--- config.mk ---
export PLATFORM = sky130hd
export DESIGN_NAME = core_instruction_execute
export DESIGN_NICKNAME = d
export VERILOG_FILES = /design/src/core_exec_pkg.sv /design/src/alu_if.sv /design/src/core_instruction_execute.sv /design/src/core_alu.sv
export SDC_FILE = /design/constraint.sdc
export NUM_CORES = 2
export LEC_CHECK = 0
export ABC_AREA = 1
export ABC_CLOCK_PERIOD_IN_PS = 7500
export BUFFER_PORTS_ARGS = -buffer_cell sky130_fd_sc_hd__buf_2
export CORE_MARGIN = 2
export CORE_UTILIZATION = 30
export DETAILED_ROUTE_END_ITERATION = 12
export HOLD_SLACK_MARGIN = 0.02
export SYNTH_ARGS = -nofsm -noshare
export SYNTH_HDL_FRONTEND = slang
export SYNTH_SLANG_ARGS = --single-unit
--- constraint.sdc ---
create_clock -name pclk -period 7.5 [get_ports pclk]
set_clock_uncertainty 0.15 [all_clocks]
set_input_delay 1.5 -clock pclk [delete_from_list [all_inputs] [get_ports pclk]]
set_output_delay 1.5 -clock pclk [all_outputs]
set_load 0.05 [all_outputs]
--- src/core_exec_pkg.sv ---
package core_exec_pkg;

   // apb geometry
   localparam int ADDR_W = 8;
   localparam int DATA_W = 32;

   // register byte offsets
   localparam logic [ADDR_W-1:0] OFS_INSTR = 8'h00;  // instruction issue
   localparam logic [ADDR_W-1:0] OFS_WORK = 8'h04;   // working register
   localparam logic [ADDR_W-1:0] OFS_LATCH = 8'h08;  // counter_high_latch
   localparam logic [ADDR_W-1:0] OFS_STATUS = 8'h0C; // flags and busy
   localparam logic [ADDR_W-1:0] OFS_PC = 8'h10;     // program counter
   localparam logic [ADDR_W-1:0] OFS_STACK = 8'h14;  // stack_top and depth
   localparam logic [ADDR_W-1:0] OFS_WDOG = 8'h18;   // watchdog view
   localparam logic [ADDR_W-1:0] OFS_FADDR = 8'h1C;  // file window address
   localparam logic [ADDR_W-1:0] OFS_FDATA = 8'h20;  // file window data

   // instruction word fields
   localparam int OPC_LSB = 16;
   localparam int OPC_W = 4;
   localparam int DEST_BIT = 15;
   localparam int FADDR_W = 7;
   localparam int LIT_W = 11;
   localparam int PC_W = 15;
   localparam int LATCH_W = 7;
   localparam int INSTR_W = 20;

   // program counter split points
   localparam int CALL_SPLIT = 11;   // literal call low part width
   localparam int CALL_FROM_WORKING_SPLIT = 8;   // working call low part width
   localparam int LATCH_HI_LSB = 3;  // latch bits used by literal call

   // status register bit positions
   localparam int ST_C = 0;
   localparam int ST_DC = 1;
   localparam int ST_Z = 2;
   localparam int ST_PD = 3;
   localparam int ST_TO = 4;
   localparam int ST_BUSY = 8;

   // stack register field
   localparam int STK_PTR_LSB = 16;

   // watchdog register field
   localparam int WD_PRESC_LSB = 8;

   // reset values
   localparam logic [7:0] BYTE_ZERO = 8'h00;
   localparam logic [PC_W-1:0] PC_RST = 15'h0000;
   localparam logic [DATA_W-1:0] WORD_ZERO = 32'h0000_0000;

   // instruction codes
   typedef enum logic [OPC_W-1:0] {
      op_nop,
      call_literal_op,
      call_from_working,
      watchdog_clear_op,
      complement_file_op,
      clear_file_op,
      clear_working_op,
      decrement_file_op,
      sub_working_from_file,
      sub_with_borrow_file,
      sub_working_from_literal,
      nibble_swap_file,
      sleep_op
   } opcode_e;

   // execution sequencer
   typedef enum logic [1:0] {
      exec_idle,
      exec_run,
      exec_call_load
   } exec_e;

endpackage : core_exec_pkg

--- src/alu_if.sv ---
`timescale 1ns/10ps
interface alu_if;
   import core_exec_pkg::*;
   opcode_e op;          // instruction being executed
   logic dest;           // destination select bit
   logic [7:0] f_val;    // addressed file register
   logic [7:0] w_val;    // working register
   logic [7:0] lit;      // 8-bit literal
   logic carry_in;       // current carry flag
   logic [7:0] result;   // operation result
   logic c_out;          // new carry
   logic dc_out;         // new digit_carry
   logic z_out;          // new zero flag
   logic upd_z;          // zero flag changes
   logic upd_cdc;        // carry and digit_carry change
   logic to_w;           // result goes to working register
   logic to_f;           // result goes to file register

   modport core (output op, output dest, output f_val, output w_val,
      output lit, output carry_in, input result, input c_out,
      input dc_out, input z_out, input upd_z, input upd_cdc,
      input to_w, input to_f);
   modport alu (input op, input dest, input f_val, input w_val,
      input lit, input carry_in, output result, output c_out,
      output dc_out, output z_out, output upd_z, output upd_cdc,
      output to_w, output to_f);
endinterface : alu_if

--- src/core_instruction_execute.sv ---
`timescale 1ns/10ps
// Operation
// - literal call loads k and latch bits
// - every call pushes counter plus one
// - working call loads working and latch
// - calls take two cycles, flags untouched
// - watchdog clear zeroes counter, sets both
// - sleep zeroes counter, timeout set, powerdown cleared
// - destination zero working, one file register
// - complement file, zero flag only
// - clears write zero and set zero
// - decrement file, zero flag only
// - subtract working and borrow from file
// - literal minus working into working
// - swap nibbles, flags unchanged
module core_instruction_execute
   import core_exec_pkg::*;
#(
   parameter int STACK_DEPTH = 16,
   parameter int FILE_DEPTH = 128,
   parameter int WDOG_W = 8,
   parameter int PRESC_W = 8
) (
   input wire logic pclk,
   input wire logic presetn,
   input wire logic psel,
   input wire logic penable,
   input wire logic pwrite,
   input wire logic [ADDR_W-1:0] paddr,
   input wire logic [DATA_W-1:0] pwdata,
   output logic [DATA_W-1:0] prdata,
   output logic pready,
   output logic pslverr
);

   // pointer width follows the stack depth
   localparam int SP_W = $clog2(STACK_DEPTH);

   // architectural state
   logic [INSTR_W-1:0] instr_ff;          // last issued instruction
   logic [7:0] work_ff;                   // working register
   logic [LATCH_W-1:0] latch_ff;          // counter_high_latch
   logic carry_ff;                        // carry flag
   logic digit_carry_ff;                  // digit_carry flag
   logic zero_ff;                         // zero flag
   logic timeout_status_ff;               // timeout_status
   logic powerdown_status_ff;             // powerdown_status
   logic [PC_W-1:0] pc_ff;                // program counter
   logic [PC_W-1:0] stack_ff [STACK_DEPTH]; // return stack
   logic [SP_W-1:0] sp_ff;                // next free stack slot
   logic [WDOG_W-1:0] watchdog_counter_ff; // watchdog count
   logic [PRESC_W-1:0] presc_ff;          // watchdog prescaler
   logic [FADDR_W-1:0] faddr_ff;          // file window address
   logic [7:0] file_ff [FILE_DEPTH];      // data register file
   exec_e state_ff;                       // execution sequencer
   logic pready_ff;                       // apb ready
   logic [DATA_W-1:0] prdata_ff;          // apb read data
   logic pslverr_ff;                      // apb error

   // decode of the held instruction
   opcode_e op;                           // current opcode
   logic [FADDR_W-1:0] instr_f;           // file operand
   logic [PC_W-1:0] pc_plus1;             // return address
   logic [SP_W-1:0] sp_top;               // index of stack_top
   logic running;                         // single execute cycle
   logic wdog_clr;                        // watchdog clear request
   logic [DATA_W-1:0] nxt_prdata;         // read mux
   logic addr_hit;                        // mapped address
   logic access;                          // apb access phase
   logic wr_fire;                         // write takes effect
   alu_if alu_bus ();                     // to the operation unit

   assign op = opcode_e'(instr_ff[OPC_LSB +: OPC_W]);
   assign instr_f = instr_ff[FADDR_W-1:0];
   assign pc_plus1 = pc_ff + 15'h0001;
   assign sp_top = sp_ff - SP_W'(1);
   assign running = (state_ff == exec_run);
   assign wdog_clr = running &&
      (op == watchdog_clear_op || op == sleep_op);
   assign access = psel & penable;
   assign wr_fire = access & pwrite & pready_ff;

   // feed the operation unit
   assign alu_bus.op = op;
   assign alu_bus.dest = instr_ff[DEST_BIT];
   assign alu_bus.f_val = file_ff[instr_f];
   assign alu_bus.w_val = work_ff;
   assign alu_bus.lit = instr_ff[7:0];
   assign alu_bus.carry_in = carry_ff;

   core_alu u_alu (
      .bus(alu_bus)
   );

   // apb handshake; access phase waits while an instruction runs
   always_ff @(posedge pclk or negedge presetn) begin
      if (!presetn) begin
         // bus quiet while in reset
         pready_ff <= 1'b0;
         prdata_ff <= WORD_ZERO;
         pslverr_ff <= 1'b0;
      end else if (access && !pready_ff && state_ff == exec_idle) begin
         // one answer per access, writes read zero
         pready_ff <= 1'b1;
         prdata_ff <= pwrite ? WORD_ZERO : nxt_prdata;
         pslverr_ff <= ~addr_hit;
      end else begin
         // ready and error stand one cycle
         pready_ff <= 1'b0;
         pslverr_ff <= 1'b0;
      end
   end

   // read mux and address decode
   always_comb begin
      nxt_prdata = WORD_ZERO;
      addr_hit = 1'b1;
      // narrow fields in the low bits, rest zero
      unique case (paddr)
         OFS_INSTR: nxt_prdata[INSTR_W-1:0] = instr_ff;
         OFS_WORK: nxt_prdata[7:0] = work_ff;
         OFS_LATCH: nxt_prdata[LATCH_W-1:0] = latch_ff;
         OFS_STATUS: begin
            nxt_prdata[ST_C] = carry_ff;
            nxt_prdata[ST_DC] = digit_carry_ff;
            nxt_prdata[ST_Z] = zero_ff;
            nxt_prdata[ST_PD] = powerdown_status_ff;
            nxt_prdata[ST_TO] = timeout_status_ff;
            nxt_prdata[ST_BUSY] = (state_ff != exec_idle);
         end
         OFS_PC: nxt_prdata[PC_W-1:0] = pc_ff;
         OFS_STACK: begin
            nxt_prdata[PC_W-1:0] = stack_ff[sp_top];
            nxt_prdata[STK_PTR_LSB +: SP_W] = sp_ff;
         end
         OFS_WDOG: begin
            nxt_prdata[WDOG_W-1:0] = watchdog_counter_ff;
            nxt_prdata[WD_PRESC_LSB +: PRESC_W] = presc_ff;
         end
         OFS_FADDR: nxt_prdata[FADDR_W-1:0] = faddr_ff;
         OFS_FDATA: nxt_prdata[7:0] = file_ff[faddr_ff];
         default: addr_hit = 1'b0; // unmapped: error, reads zero
      endcase
   end

   // execution sequencer: issue, run, optional second call cycle
   always_ff @(posedge pclk or negedge presetn) begin
      if (!presetn) begin
         state_ff <= exec_idle;
         instr_ff <= '0;
      end else begin
         unique case (state_ff)
            exec_idle: begin
               // only an instruction write starts work
               if (wr_fire && paddr == OFS_INSTR) begin
                  instr_ff <= pwdata[INSTR_W-1:0];
                  state_ff <= exec_run;
               end
            end
            exec_run: begin // calls need a second cycle
               // plain operations retire here
               if (op == call_literal_op || op == call_from_working)
                  state_ff <= exec_call_load;
               else
                  state_ff <= exec_idle;
            end
            exec_call_load: state_ff <= exec_idle;
         endcase
      end
   end

   // program counter
   always_ff @(posedge pclk or negedge presetn) begin
      if (!presetn) begin
         pc_ff <= PC_RST;
      end else if (state_ff == exec_call_load) begin
         // second call cycle: jump to the target
         if (op == call_literal_op) begin
            pc_ff <= {latch_ff[LATCH_HI_LSB +: PC_W-CALL_SPLIT],
                      instr_ff[LIT_W-1:0]};
         end else begin
            pc_ff <= {latch_ff[PC_W-CALL_FROM_WORKING_SPLIT-1:0], work_ff};
         end
      end else if (running && op != call_literal_op &&
                   op != call_from_working) begin
         pc_ff <= pc_plus1; // plain instructions advance by one
      end else if (wr_fire && paddr == OFS_PC) begin
         pc_ff <= pwdata[PC_W-1:0];
      end
   end

   // return stack push in the first call cycle, wraps when full
   always_ff @(posedge pclk or negedge presetn) begin
      if (!presetn) begin
         sp_ff <= '0;
         // empty stack reads back as zero
         for (int i = 0; i < STACK_DEPTH; i++) begin
            stack_ff[i] <= PC_RST;
         end
      end else if (running && (op == call_literal_op ||
                               op == call_from_working)) begin
         stack_ff[sp_ff] <= pc_plus1;
         sp_ff <= sp_ff + SP_W'(1);
      end
   end

   // working register
   always_ff @(posedge pclk or negedge presetn) begin
      if (!presetn) begin
         work_ff <= BYTE_ZERO;
      end else if (running && alu_bus.to_w) begin
         // executing instruction outranks software
         work_ff <= alu_bus.result;
      end else if (wr_fire && paddr == OFS_WORK) begin
         work_ff <= pwdata[7:0];
      end
   end

   // data register file and its software window
   // no reset: software fills a register before use
   always_ff @(posedge pclk) begin
      if (running && alu_bus.to_f) begin
         file_ff[instr_f] <= alu_bus.result;
      end else if (wr_fire && paddr == OFS_FDATA) begin
         file_ff[faddr_ff] <= pwdata[7:0];
      end
   end

   // file window address and latch
   always_ff @(posedge pclk or negedge presetn) begin
      if (!presetn) begin
         faddr_ff <= '0;
         latch_ff <= '0;
      end else if (wr_fire) begin
         if (paddr == OFS_FADDR)
            faddr_ff <= pwdata[FADDR_W-1:0];
         if (paddr == OFS_LATCH)
            latch_ff <= pwdata[LATCH_W-1:0];
      end
   end

   // arithmetic flags; calls and swap leave them alone
   always_ff @(posedge pclk or negedge presetn) begin
      if (!presetn) begin
         carry_ff <= 1'b0;
         digit_carry_ff <= 1'b0;
         zero_ff <= 1'b0;
      end else if (running) begin
         if (alu_bus.upd_z)
            zero_ff <= alu_bus.z_out;
         if (alu_bus.upd_cdc) begin
            carry_ff <= alu_bus.c_out;
            digit_carry_ff <= alu_bus.dc_out;
         end
      end else if (wr_fire && paddr == OFS_STATUS) begin
         // software may preset the flags
         carry_ff <= pwdata[ST_C];
         digit_carry_ff <= pwdata[ST_DC];
         zero_ff <= pwdata[ST_Z];
      end
   end

   // watchdog counter and prescaler
   always_ff @(posedge pclk or negedge presetn) begin
      if (!presetn) begin
         watchdog_counter_ff <= '0;
         presc_ff <= '0;
      end else if (wdog_clr) begin
         watchdog_counter_ff <= '0;
         presc_ff <= '0;
      end else begin
         // count steps when the prescaler wraps
         presc_ff <= presc_ff + PRESC_W'(1);
         if (&presc_ff)
            watchdog_counter_ff <= watchdog_counter_ff + WDOG_W'(1);
      end
   end

   // timeout and powerdown status; expiry clears timeout
   always_ff @(posedge pclk or negedge presetn) begin
      if (!presetn) begin
         timeout_status_ff <= 1'b1;
         powerdown_status_ff <= 1'b1;
      end else if (running && op == watchdog_clear_op) begin
         timeout_status_ff <= 1'b1;
         powerdown_status_ff <= 1'b1;
      end else if (running && op == sleep_op) begin
         timeout_status_ff <= 1'b1;
         powerdown_status_ff <= 1'b0;
      end else if ((&presc_ff) && (&watchdog_counter_ff)) begin
         // expiry: count and prescaler at top
         timeout_status_ff <= 1'b0;
      end
   end

   // outputs straight from flops
   assign prdata = prdata_ff;
   assign pready = pready_ff;
   assign pslverr = pslverr_ff;

endmodule // core_instruction_execute

--- src/core_alu.sv ---
`timescale 1ns/10ps
module core_alu
   import core_exec_pkg::*;
(
   alu_if.alu bus
);

   // two's complement a - b with carry-in; returns {c, dc, result}
   function automatic logic [9:0] sub8(input logic [7:0] a,
                                       input logic [7:0] b,
                                       input logic cin);
      logic [8:0] full;
      logic [4:0] low;
      full = {1'b0, a} + {1'b0, ~b} + {8'h00, cin};
      low = {1'b0, a[3:0]} + {1'b0, ~b[3:0]} + {4'h0, cin};
      return {full[8], low[4], full[7:0]};
   endfunction

   logic [9:0] diff; // subtract outcome

   // operation select and routing
   always_comb begin
      diff = 10'h000;
      bus.result = BYTE_ZERO;
      bus.upd_z = 1'b0;
      bus.upd_cdc = 1'b0;
      bus.to_w = ~bus.dest;
      bus.to_f = bus.dest;
      unique case (bus.op)
         complement_file_op: begin
            bus.result = ~bus.f_val;
            bus.upd_z = 1'b1;
         end
         clear_file_op: begin
            bus.upd_z = 1'b1;
            bus.to_w = 1'b0;
            bus.to_f = 1'b1;
         end
         clear_working_op: begin
            bus.upd_z = 1'b1;
            bus.to_w = 1'b1;
            bus.to_f = 1'b0;
         end
         decrement_file_op: begin
            bus.result = bus.f_val - 8'h01;
            bus.upd_z = 1'b1;
         end
         sub_working_from_file: begin
            diff = sub8(bus.f_val, bus.w_val, 1'b1);
            bus.result = diff[7:0];
            bus.upd_z = 1'b1;
            bus.upd_cdc = 1'b1;
         end
         sub_with_borrow_file: begin
            diff = sub8(bus.f_val, bus.w_val, bus.carry_in);
            bus.result = diff[7:0];
            bus.upd_z = 1'b1;
            bus.upd_cdc = 1'b1;
         end
         sub_working_from_literal: begin
            diff = sub8(bus.lit, bus.w_val, 1'b1);
            bus.result = diff[7:0];
            bus.upd_z = 1'b1;
            bus.upd_cdc = 1'b1;
            bus.to_w = 1'b1;
            bus.to_f = 1'b0;
         end
         nibble_swap_file: begin
            bus.result = {bus.f_val[3:0], bus.f_val[7:4]};
         end
         default: begin // calls, watchdog ops and nop write nothing
            bus.to_w = 1'b0;
            bus.to_f = 1'b0;
         end
      endcase
   end

   // flag outputs
   assign bus.c_out = diff[9];
   assign bus.dc_out = diff[8];
   assign bus.z_out = (bus.result == BYTE_ZERO);

endmodule // core_alu

==> key figures <==
Status
  • Status: finished, final reports clean

Synth
  • Sequential fraction of the synthesis area: 0.5718
  • Synth Flop Type: edfxtp_1
  • Post-synthesis average cell area: between 8 and 9 sq um
  • Mapped Cells: 7766
  • Netlist area before placement: 0.06892 sq mm
  • Yosys reg bits: 1370
  • Synth area leaders: edfxtp_1 45%, dfrtp_1 12%, nand2_1 9.8%, o21ai_0 7.3%, nand3_1 7.3%
  • Top-area cell type share of the netlist area: 0.4461
  • Cell taking the most area after synthesis: edfxtp_1
  • Async SR Flop Fraction: 0.2526
  • Number of synthesized flops with an enable pin: about 1000
  • Synth cell types: between 50 and 60
  • Yosys warns: 0

Floorplan
  • Die W: a little under 500 um
  • Ports: approximately 80
  • Die Ht: between 400 and 500 um
  • Core Area: 0.2279 sq mm
  • Die area: ~0.23 sq mm
  • Initial Util: 0.3024
  • Row cnt: around 180

CTS
  • CTS buffer count: 150
  • CTS Hold Buffers Added: 0
  • H-tree Lvls: 4
  • TritonCTS clock tree: done
  • Insertion delay to the later sink of the worst-skew pair: around 0.8 ns
  • Post-CTS setup buffer count: 0
  • Clk root buf: clkbuf_16
  • Reg clk slew, reported paths: 0.06 ns
  • Clock buffer depth: 3
  • Clk sinks: 1370
  • CTS resizes: 0

Setup path
  • Reg2Reg Depth: 27
  • Crit-path max FO: 161
  • FF-to-FF setup slack: 0.80 ns
  • Critical path capture point type: flip-flop
  • RR Startpoint: instr_ff[0]
  • Kind of critical path: flip-flop to flip-flop
  • CP Data Arrival Time: around 7 ns
  • Critical R2R Capture: file_ff[95][7]
  • CP Data Required Time: 7.90 ns
  • Nature of the critical path startpoint: flip-flop

Timing
  • RSZ-0062 raised after global routing: false
  • Final hold slack: 0.3256 ns
  • Worst Tran Pin Value: approximately 1.2 ns
  • Fin crit share: 0.8930
  • Peak Freq: around 0.15 GHz
  • Fin. Hold Viols: 0
  • Tmin final: between 6 and 7 ns
  • Max-slew violations: 0
  • Final setup fails: 0
  • Slew HR: 0.1698

Detailed routing
  • Top Layer Used: met5
  • DRC violations left: 0
  • Post-route ant nets: 0
  • Met3 Routed Length: between 20000 and 30000 um
  • WL per Instance: 23.31 um
  • DR vias/cell: roughly 5.7
  • 1st-pass router iterations: 9
  • Routed wl met2: about 110000 um
  • M1 wire length: between 90000 and 100000 um
  • DR iter-0 viols: ~8200
  • Routed wire length: about 250000 um
  • Via count: around 61000

Power and ir drop
  • Int Power: 12.41 mW
  • Part of the power in registers: 0.504
  • Peak supply drop: 239.3 uV
  • Power Total: between 15 and 20 mW
  • Sw frac: 0.2346
  • Power Dens Cells: between 200 and 250 mW/mm^2
  • Clk pwr share: 0.451
  • Leak Pwr: 30.03 nW
  • Net Switching: approximately 3.8 mW
  • Comb power frac: 0.045

Placement
  • Post-Place Cells: about 10000
  • Post-DP HPWL: ~150000 um
  • RePlAce Congestion: between 0.9 and 1
  • PortBufs: 54
  • Placed inst area: between 0.07 and 0.08 sq mm

GRT
  • First-pass GRT wire length: 367600 um
  • Largest net degree at the start of global routing: 162
  • All-Layer GR Usage: 0.2045
  • Vias in the first global route: around 57000
  • Initial antenna violation count: 10
  • Total global routing overflow: 0

Final layout
  • Area Growth Syn to Fin: 11.86%
  • Cell area after layout: 0.07710 sq mm
  • Fin cells: 10700
  • Filler cells: roughly 23000
  • Share of layout cells above drive strength 1: 0.06803
  • Final #Nets: 7648

Flow run
  • MaxCap Viol Count: 0

Hold path
  • Hold Path End: prdata[4]
  • HP Start: prdata[4]
  • Hold path depth: 2
  • Hold crit path type: flip-flop to flip-flop
-- cells by family (layout without fill, tap and decap cells) --
logic type | Yosys count | count (layout) | synth area share
buffers and inverters | 842 | 753 | 0.05215
xor gates and xnor gates | 24 | 24 | 0.003050
adders and majority gates | 33 | 33 | 0.006208
muxes | 3 | 3 | 0.0004901
other | 1 | 13 | 0.00005441
AOI/OAI and AO/OA | 1731 | 1731 | 0.1406
and+or+nand+nor | 3762 | 3762 | 0.2257
DFF | 1370 | 1370 | 0.5718
-- cell usage in the layout, fill, tap and decap left out, types with 148 or more instances in the layout --
cell and instances:
dfrtp_1 335, o22ai_1 321, o21ai_0 1001, a21oi_1 198
inv_1 211, buf_4 148, nor2_1 889, nand3_1 1002
edfxtp_1 1024, clkbuf_16 154, nand2_1 1801
-- state kept, by name (all words and copies together) (netlist names), 4 cells and up --
| register | count |
|---|---|
| stack_ff | 240 |
| latch_ff | 7 |
| presc_ff | 8 |
| instr_ff | 20 |
| pc_ff | 15 |
| file_ff | 1024 |
| sp_ff | 4 |
| watchdog_counter_ff | 8 |
| prdata | 20 |
| alu_bus.w_val | 8 |
| faddr_ff | 7 |
-- worst max-delay path, cell delays in order, from the launching register on --
cell and delay, ns:
dfrtp_4 0.60, inv_16 0.33, buf_4 0.45, nand2_1 0.08
nand3_1 0.08, nand3_1 0.08, nand3_1 0.18, nand2_1 0.18
nand2_1 0.10, nand3_1 0.26, nand2_1 0.15, nand2_1 0.06
nand2_1 0.25, ha_1 0.37, a21o_1 0.23, nand2_1 0.06
nand3_1 0.12, xor2_1 0.19, nor2_1 0.34, nand2_1 0.16
nor2_1 0.15, o21ai_0 0.10, a21oi_1 0.25, nor2_1 0.08
nand2_1 0.09, nand2_1 0.09, o21ai_4 0.43, buf_4 0.49
-- cell type report --
type / instances / area [sq um] / area share
Timing Repair Buffer: 237 / 2092 / 0.02713
Sequential cell: 1370 / 39440 / 0.5116
Tap cell: 3009 / 3765 / 0.04883
Clock buffer: 201 / 4140 / 0.05370
Clock inverter: 69 / 601.8 / 0.007806
Antenna cell: 1 / 2.502 / 0.00003246
Inverter: 246 / 969.7 / 0.01258
Multi-Input combinational cell: 5565 / 26090 / 0.3383
-- worst max-delay path by stage --
stage | from | endpoint | slack, ns | cells past startpoint
2_1_floorplan | paddr[1] | file_ff[0][2] | -1.78 | 12
3_3_place_gp | instr_ff[0] | file_ff[94][7] | 1.07 | 27
3_5_place_dp | instr_ff[0] | file_ff[94][7] | 1.02 | 28
4_1_cts | instr_ff[0] | file_ff[92][7] | 0.98 | 28
5_1_grt | instr_ff[0] | file_ff[85][7] | 0.45 | 27
6_report | instr_ff[0] | file_ff[95][7] | 0.80 | 27
-- per-layer routing --
metal	global-route usage	vias to the layer above
li1	-	26760
met1	0.2735	29500
met2	0.3185	3941
met3	0.04373	717
met4	0.08928	4
met5	0	-
-- cell usage after synthesis, types with 3 or more instances --
| master | count |
|---|---|
| nand2_1 | 1801 |
| edfxtp_1 | 1024 |
| o21ai_0 | 1006 |
| nand3_1 | 1003 |
| nor2_1 | 891 |
| clkbuf_1 | 366 |
| dfrtp_1 | 344 |
| o22ai_1 | 321 |
| inv_1 | 217 |
| a21oi_1 | 201 |
| buf_2 | 108 |
| buf_4 | 71 |
| buf_1 | 47 |
| o211ai_1 | 47 |
| ha_1 | 31 |
| a22oi_1 | 30 |
| o221ai_1 | 27 |
| nor3_1 | 25 |
| xor2_1 | 19 |
| a221oi_1 | 15 |
| clkinv_1 | 15 |
| a22o_1 | 14 |
| nand4_1 | 14 |
| inv_2 | 13 |
| a32o_1 | 12 |
| a211oi_1 | 10 |
| o21a_1 | 10 |
| o311ai_0 | 7 |
| o2111ai_1 | 6 |
| nor4_1 | 5 |
| o21ai_1 | 5 |
| o21ai_2 | 5 |
| o31ai_1 | 5 |
| or2_2 | 5 |
| xnor2_1 | 5 |
| a31oi_1 | 4 |
| buf_6 | 4 |
| nor2_2 | 4 |
| mux2_2 | 3 |
| nor2_4 | 3 |
-- power groups by stage --
stage                     combinational (mW)  clock (mW)  sequential [mW]
after floorplan                        0.446           0             8.31
final                                  0.733        7.31             8.17
after detailed placement               0.718           0             8.33
after CTS                              0.721        7.38             8.17
after global placement                 0.709           0             8.32
after global routing                   0.805        7.67             8.17
-- stage by stage --
step | worst slack [ns] | util | TNS (ns)
2_1_floorplan | -1.785 | - | -1171.25
3_3_place_gp | 1.067 | 0.3174 | 0
3_5_place_dp | 1.021 | 0.3174 | 0
4_1_cts | 0.9834 | 0.3382 | 0
5_1_grt | 0.4529 | 0.3382 | 0
6_report | 0.8028 | 0.3382 | 0
Power figures use the tool's default switching activity.
